File: src/hw/ttca_pkg.sv
package ttca_pkg;
	// register map, byte-wide register addresses
	localparam int ADDR_W = 8;
	localparam int DATA_W = 16;
	localparam logic [7:0] ADDR_CTRL = 8'h42;
	localparam logic [7:0] ADDR_BC_COUNT_LO = 8'h43;
	localparam logic [7:0] ADDR_BC_COUNT_HI = 8'h44;
	localparam logic [7:0] ADDR_BC_STAGE_LO = 8'h45;
	localparam logic [7:0] ADDR_BC_STAGE_HI = 8'h46;
	localparam logic [7:0] ADDR_RT_COUNT = 8'h49;
	localparam logic [7:0] ADDR_RT_STAGE = 8'h4a;

	// control register field positions
	localparam int CTRL_WIDE_BIT = 3;
	localparam int CTRL_ACT_LO = 8;
	localparam int CTRL_ACT_HI = 9;

	// reset values and the all-ones wrap compare word
	localparam logic [15:0] WORD_ZERO = 16'h0000;
	localparam logic [15:0] WORD_ONES = 16'hffff;
	localparam logic [31:0] BC_ZERO = 32'h0000_0000;

	// remote-terminal action codes
	typedef enum logic [1:0] {
		TTCA_ACT_NONE = 2'b00,
		TTCA_ACT_CLEAR = 2'b01,
		TTCA_ACT_LOAD = 2'b10,
		TTCA_ACT_IDLE = 2'b11
	} ttca_action_t;

	// writable control state
	typedef struct packed {
		ttca_action_t rtAction;
		logic bcWideCountSelect;
	} ttca_ctrl_t;

	// one register port request
	typedef struct packed {
		logic wrEn;
		logic rdEn;
		logic [ADDR_W-1:0] addr;
		logic [DATA_W-1:0] wrData;
	} ttca_req_t;
endpackage

File: src/hw/ttca_time_tag.sv
`timescale 1ns/100ps
module ttca_time_tag
	import ttca_pkg::*;
(
	input wire logic mclk,
	input wire logic rst,
	input wire ttca_req_t req,
	output logic [DATA_W-1:0] rdData,
	output logic rdValid,
	input wire logic bcTick,
	input wire logic rtTick,
	input wire logic bcLoad,
	input wire logic bcCapture
);
	// ----------------------------------------
	// state
	// ----------------------------------------
	ttca_ctrl_t ctrl;
	logic [31:0] bcCount;
	logic [15:0] bcStageLo;
	logic [15:0] bcStageHi;
	logic [15:0] rtCount;
	logic [15:0] rtStaging;
	logic wide;
	logic ctrlWr;
	logic [31:0] bcStageWord;
	logic [31:0] next_bcCount;

	assign wide = ctrl.bcWideCountSelect;
	assign ctrlWr = req.wrEn && req.addr == ADDR_CTRL;
	// narrow mode ignores the high staging word entirely
	assign bcStageWord = wide ? {bcStageHi, bcStageLo} : {WORD_ZERO, bcStageLo};

	// ----------------------------------------
	// control register
	// ----------------------------------------
	// a host write wins over the self-clear so a fresh request is never lost
	always_ff @(posedge mclk or posedge rst) begin
		if (rst) begin
			ctrl <= '{rtAction: TTCA_ACT_NONE, bcWideCountSelect: 1'b0};
		end else if (ctrlWr) begin
			ctrl.bcWideCountSelect <= req.wrData[CTRL_WIDE_BIT];
			ctrl.rtAction <= ttca_action_t'(req.wrData[CTRL_ACT_HI:CTRL_ACT_LO]);
		end else begin
			ctrl.rtAction <= TTCA_ACT_NONE;
		end
	end

	// ----------------------------------------
	// bus-controller counter
	// ----------------------------------------
	// a load takes priority over counting in the same cycle
	always_comb begin
		next_bcCount = bcCount;
		if (bcLoad) begin
			next_bcCount = bcStageWord;
		end else if (bcTick) begin
			next_bcCount = bcCount + 32'h0000_0001;
		end
		if (!wide) begin
			next_bcCount[31:16] = WORD_ZERO;
		end
	end

	// full 32-bit carry passes when wide
	always_ff @(posedge mclk or posedge rst) begin
		if (rst) begin
			bcCount <= BC_ZERO;
		end else begin
			bcCount <= next_bcCount;
		end
	end

	// staging words: host writes, capture copies the live count
	always_ff @(posedge mclk or posedge rst) begin
		if (rst) begin
			bcStageLo <= WORD_ZERO;
			bcStageHi <= WORD_ZERO;
		end else if (bcCapture) begin
			bcStageLo <= bcCount[15:0];
			if (wide) begin
				bcStageHi <= bcCount[31:16];
			end
		end else if (req.wrEn) begin
			if (req.addr == ADDR_BC_STAGE_LO) begin
				bcStageLo <= req.wrData;
			end
			if (req.addr == ADDR_BC_STAGE_HI && wide) begin
				bcStageHi <= req.wrData;
			end
		end
	end

	// ----------------------------------------
	// remote-terminal counter
	// ----------------------------------------
	always_ff @(posedge mclk or posedge rst) begin
		if (rst) begin
			rtStaging <= WORD_ZERO;
		end else if (req.wrEn && req.addr == ADDR_RT_STAGE) begin
			rtStaging <= req.wrData;
		end
	end

	// clear and load act one cycle after the write and beat the tick
	always_ff @(posedge mclk or posedge rst) begin
		if (rst) begin
			rtCount <= WORD_ZERO;
		end else begin
			unique case (ctrl.rtAction)
				TTCA_ACT_CLEAR: rtCount <= WORD_ZERO;
				TTCA_ACT_LOAD: rtCount <= rtStaging;
				TTCA_ACT_NONE, TTCA_ACT_IDLE: begin
					if (rtTick) begin
						rtCount <= rtCount + 16'h0001;
					end
				end
			endcase
		end
	end

	// ----------------------------------------
	// read port
	// ----------------------------------------
	// one-cycle latency; unmapped addresses answer zero
	always_ff @(posedge mclk or posedge rst) begin
		if (rst) begin
			rdData <= WORD_ZERO;
			rdValid <= 1'b0;
		end else begin
			rdValid <= req.rdEn;
			if (req.rdEn) begin
				unique case (req.addr)
					ADDR_CTRL: begin
						rdData <= WORD_ZERO;
						rdData[CTRL_WIDE_BIT] <= wide;
						rdData[CTRL_ACT_HI:CTRL_ACT_LO] <= ctrl.rtAction;
					end
					ADDR_BC_COUNT_LO: rdData <= bcCount[15:0];
					ADDR_BC_COUNT_HI: rdData <= bcCount[31:16];
					ADDR_BC_STAGE_LO: rdData <= bcStageLo;
					ADDR_BC_STAGE_HI: rdData <= wide ? bcStageHi : WORD_ZERO;
					ADDR_RT_COUNT: rdData <= rtCount;
					ADDR_RT_STAGE: rdData <= rtStaging;
					default: rdData <= WORD_ZERO;
				endcase
			end
		end
	end

	// ----------------------------------------
	// assertions
	// ----------------------------------------
	a_narrow_upper: assert property (@(posedge mclk) disable iff (rst)
		!wide |=> (bcCount[31:16] == WORD_ZERO || $past(wide)))
		else $error("narrow counter has upper bits set");
	a_narrow_wrap: assert property (@(posedge mclk) disable iff (rst)
		!wide && bcTick && !bcLoad && bcCount[15:0] == WORD_ONES && !ctrlWr
		|=> bcCount == BC_ZERO)
		else $error("narrow counter did not wrap to zero");
	a_read_low: assert property (@(posedge mclk) disable iff (rst)
		req.rdEn && req.addr == ADDR_BC_COUNT_LO |=> rdData == $past(bcCount[15:0]) && rdValid)
		else $error("low count read mismatch");
	a_narrow_load: assert property (@(posedge mclk) disable iff (rst)
		bcLoad && !wide && !ctrlWr |=> bcCount == {WORD_ZERO, $past(bcStageLo)})
		else $error("narrow load used wrong staging");
	a_wide_carry: assert property (@(posedge mclk) disable iff (rst)
		wide && bcTick && !bcLoad && bcCount[15:0] == WORD_ONES && !ctrlWr
		|=> bcCount[31:16] == $past(bcCount[31:16]) + 16'h0001)
		else $error("wide counter did not carry");
	a_read_high: assert property (@(posedge mclk) disable iff (rst)
		req.rdEn && req.addr == ADDR_BC_COUNT_HI |=> rdData == $past(bcCount[31:16]))
		else $error("high count read mismatch");
	a_wide_load: assert property (@(posedge mclk) disable iff (rst)
		bcLoad && wide && !ctrlWr |=> bcCount == {$past(bcStageHi), $past(bcStageLo)})
		else $error("wide load used wrong staging");
	a_ctrl_zeros: assert property (@(posedge mclk) disable iff (rst)
		req.rdEn && req.addr == ADDR_CTRL |=> (rdData & 16'hfcf7) == WORD_ZERO)
		else $error("unused control bits read nonzero");
	a_action_clear: assert property (@(posedge mclk) disable iff (rst)
		ctrl.rtAction != TTCA_ACT_NONE && !ctrlWr |=> ctrl.rtAction == TTCA_ACT_NONE)
		else $error("action field did not self clear");
	a_rt_zero: assert property (@(posedge mclk) disable iff (rst)
		ctrlWr && req.wrData[CTRL_ACT_HI:CTRL_ACT_LO] == TTCA_ACT_CLEAR ##1 !ctrlWr
		|=> rtCount == WORD_ZERO)
		else $error("clear action did not zero counter");
	a_rt_load: assert property (@(posedge mclk) disable iff (rst)
		ctrl.rtAction == TTCA_ACT_LOAD |=> rtCount == $past(rtStaging))
		else $error("load action did not copy staging");
	a_rt_idle: assert property (@(posedge mclk) disable iff (rst)
		ctrl.rtAction == TTCA_ACT_IDLE && !rtTick |=> $stable(rtCount))
		else $error("idle code changed counter");
	// narrow mode must leave the high staging word untouched and hidden
	a_stage_hi_keep: assert property (@(posedge mclk) disable iff (rst)
		req.wrEn && req.addr == ADDR_BC_STAGE_HI && !wide && !bcCapture
		|=> $stable(bcStageHi))
		else $error("narrow mode wrote high staging");
	a_stage_hi_zero: assert property (@(posedge mclk) disable iff (rst)
		req.rdEn && req.addr == ADDR_BC_STAGE_HI && !wide |=> rdData == WORD_ZERO)
		else $error("narrow mode high staging read nonzero");

	c_wide_carry: cover property (@(posedge mclk) disable iff (rst)
		wide && bcTick && bcCount[15:0] == WORD_ONES);
	c_rt_load: cover property (@(posedge mclk) disable iff (rst)
		ctrl.rtAction == TTCA_ACT_LOAD);
	c_bc_capture: cover property (@(posedge mclk) disable iff (rst)
		bcCapture && wide);
	c_narrow_wrap: cover property (@(posedge mclk) disable iff (rst)
		!wide && bcTick && bcCount[15:0] == WORD_ONES);
	c_rt_clear: cover property (@(posedge mclk) disable iff (rst)
		ctrl.rtAction == TTCA_ACT_CLEAR);
endmodule

File: config.mk
export PLATFORM = sky130hd
export DESIGN_NAME = ttca_time_tag
export DESIGN_NICKNAME = d
export VERILOG_FILES = /design/src/hw/ttca_pkg.sv /design/src/hw/ttca_time_tag.sv
export SDC_FILE = /design/constraint.sdc
export NUM_CORES = 1
export LEC_CHECK = 0
export BUFFER_PORTS_ARGS = -buffer_cell sky130_fd_sc_hd__buf_4
export CELL_PAD_IN_SITES_DETAIL_PLACEMENT = 2
export CELL_PAD_IN_SITES_GLOBAL_PLACEMENT = 2
export CORE_MARGIN = 2
export CORE_UTILIZATION = 39
export CTS_CLUSTER_SIZE = 40
export DETAILED_ROUTE_END_ITERATION = 6
export PLACE_DENSITY = 0.83
export SLEW_MARGIN = 15
export SYNTH_ARGS = -nofsm -noshare
export SYNTH_HDL_FRONTEND = slang
export SYNTH_SLANG_ARGS = --single-unit
File: constraint.sdc
create_clock -name mclk -period 4.66 [get_ports mclk]
set_input_delay 0.932 -clock mclk [delete_from_list [all_inputs] [get_ports mclk]]
set_output_delay 0.932 -clock mclk [all_outputs]
set_load 0.01 [all_outputs]
==> results.md <==
* Status: completed
* Die footprint at 0.0179 sq mm
* Crit path kind: in2reg
* CTS buffer count at 17
* Router iterations before antenna repair at 7
* Largest net degree at the start of global routing at 42
* Core area at 0.0165 sq mm
* Synthesized area at 0.00658 sq mm
* Residual DRC count at 0
* Initial Util at 39.8%
* Most common flop cell mapped by yosys: dfrtp_1
* Max incr delay on CP at 0.75 ns
* Antenna violations before repair at 1
* CTS sink count at 116
* Worst path cell trace: buf_4 > nor2b_2 > buf_4 > and2b_1 > nand4_2 > mux2i_1 > o21ai_1
* Share of the synthesized area in the top cell type at 44.1%
* Synth Area per Inst at 9.73 sq um
* Area leader, netlist: dfrtp_1
* DRT antenna net count at 0
* Commonest non-fill, non-tap cell in the layout: dfrtp_1
* Clk_lat worst skew at 0.43 ns
* Library cells used by synthesis at 69
* Most used cell, CP: buf_4
* Final #Nets at 735
* Grt ovf at 0
* Worst Path Buf+Inv at 2
* Ports at 49
* Crit. End Element: register
* Max FO, Critical Path at 23
* WP data required at 4.95 ns
* Layout Area Growth over Synthesis at 15.9%
* Final Wtd Congestion at 0.924
* Post-CTS Setup Bufs at 0
* Tmin final at 3.22 ns
* CTS hold repair buffers at 0
* Post-synth EDFFs at 0
* WL/cell at 28.4 um
* Type of origin of the critical path: primary input
* Overall Power at 3060 uW
* Post-synthesis sequential area ratio at 44.1%
* GRT Util Overall at 30.4%
* Vias in the first global route at 6,521
* Hold Path Class: reg2reg
* Pwr/cell area at 401 mW/mm^2
* Die Wd at 134 um
* Worst-Margin Slew at 1.03 ns
* Most frequent cells in the layout: 116 x dfrtp_1, 65 x nand2_1, 57 x o21ai_0
* Max_slew headroom at 31.1%
* Vias at 6,054
* Max IR drop VDD at 0.000262 V
* Syn Nets at 712
* Final clock skew at 0.00772 ns
* Clock slew at reported path FFs at 0.05 ns
* Slowest CP cell: nand4_2
* CTS resizes at 0
* Share of cells above drive strength 1 at 16.7%
* Routed vias/inst at 6.50
* H-tree lvl count at 4
* Synthesized flop and latch total at 116
* Post-Synthesis Cells at 676
* CP arrival at 3.51 ns
* First DRT Iteration DRCs at 524
* Final period util at 69.1%
* Ys Warns at 0
* Setup violators final at 0
* Slew Limit Fails at 0
* Port bufs at 48
* Cell row count at 47
* Area contributors post-synth: dfrtp_1 44%, o21ai_0 4.3%, nand2_1 3.7%, mux2i_1 3.0%, a22o_1 2.9%
* LEAKAGE at 0.00327 uW
* Detailed Route WL at 26.5 mm
* CTS tree: done
* CTS Root Cell: clkbuf_16
* RSZ-0062 raised after global routing: no
* CTS max path bufs at 2
* Final Hold Fails at 0
* DP Wirelength at 18.4 mm
* Total negative setup slack at 0 ns
* Fmax at 311 MHz
* Die height at 134 um
* CP top delay family: simple AND/OR/NAND/NOR gates
* First-pass GRT wire length at 40.8 mm
* Max Cap Viol at 0
* Async SR Flop Fraction at 100%
cell families after synthesis:
family          share of synthesized area, %
compound gates                          25.2
xor+xnor                                3.73
fa+ha+maj                              0.761
buf+inv                                 4.47
flops                                   44.1
mux                                     5.61
simple gates                            16.0
layout make-up:
class | count | area (sq um)
inverters | 15 | 58.8
well taps | 220 | 275
clock buffers | 22 | 454
fillers | 1715 | 8900
clock inverters | 9 | 130
diodes | 1 | 2.50
multi-input cells | 494 | 3390
repair buffers | 55 | 413
flip-flops and latches | 116 | 2900
per-stage QoR:
stage,std cells,hold slack (ns),utilization (%),cell area (sq um),setup WS (ns)
floorplan,676,0.468,-,6580,0.656
global placement,900,0.497,42.5,7030,1.45
detailed placement,900,0.508,42.5,7030,1.26
CTS,931,0.520,46.1,7610,1.52
global route,931,0.536,46.1,7620,1.39
finish,932,0.518,46.1,7620,1.44
worst reg2reg max path: stages (launching register included):
cell and delay (ns):
dfrtp_1 0.37, inv_1 0.05, ha_1 0.54, inv_1 0.20, nor2_1 0.50, nor3b_1 0.10
buf_4 0.22, a22o_1 0.25, a31o_2 0.21
power by group:
| part | switching, uW | total (uW) | internal (uW) |
|---|---|---|---|
| sequential | 187 | 1310 | 1130 |
| clock | 501 | 1350 | 849 |
| combinational | 238 | 394 | 156 |
| total | 926 | 3060 | 2130 |
layer usage:
layer	up-vias	GRT usage (%)	wire, um
met5	-	0	0
met4	0	11.8	829
met3	50	5.63	1740
met2	241	49.7	12700
met1	3166	40.3	11200
li1	2597	-	-
state kept, by name, summed over array words and instances (netlist names):
signal and flops:
rtStaging 16, wide 1, rdValid 1, bcCount 32
rtCount 16, bcStageLo 16, ctrl 2, rdData 16
bcStageHi 16
cells in the mapped netlist (all sizes together), types with 6 or more instances:
| master | instances |
|---|---|
| a21oi | 38 |
| a222oi | 12 |
| a22o | 22 |
| a22oi | 18 |
| a2bb2oi | 15 |
| and3 | 15 |
| buf | 17 |
| clkbuf | 34 |
| dfrtp | 116 |
| inv | 14 |
| mux2 | 15 |
| mux2i | 20 |
| nand2 | 66 |
| nand3 | 18 |
| nand4 | 18 |
| nor2 | 36 |
| nor2b | 6 |
| nor3 | 7 |
| nor4 | 9 |
| o21ai | 70 |
| o22ai | 29 |
| xnor2 | 14 |
| xor2 | 14 |
worst paths after layout:
| kind | start | end | slack (ns) | cells past startpoint |
|---|---|---|---|---|
| min in group asynchronous | rst | bcStageLo[11]$_DFFE_PP0P_ | 0.57 | 2 |
| setup / recovery | req[18] | bcStageLo[2]$_DFFE_PP0P_ | 1.44 | 7 |
| max in group asynchronous | rst | rtStaging[1]$_DFFE_PP0P_ | 3.11 | 3 |
| setup reg to reg | ctrl[1]$_DFF_PP0_ | rtCount[11]$_DFFE_PP0P_ | 2.11 | 8 |
| hold reg to reg | wide$_DFFE_PP0P_ | bcStageHi[9]$_DFFE_PP0P_ | 0.52 | 1 |
| hold / removal | wide$_DFFE_PP0P_ | bcStageHi[9]$_DFFE_PP0P_ | 0.52 | 1 |
Note: power is estimated with default switching activity, not from simulation.
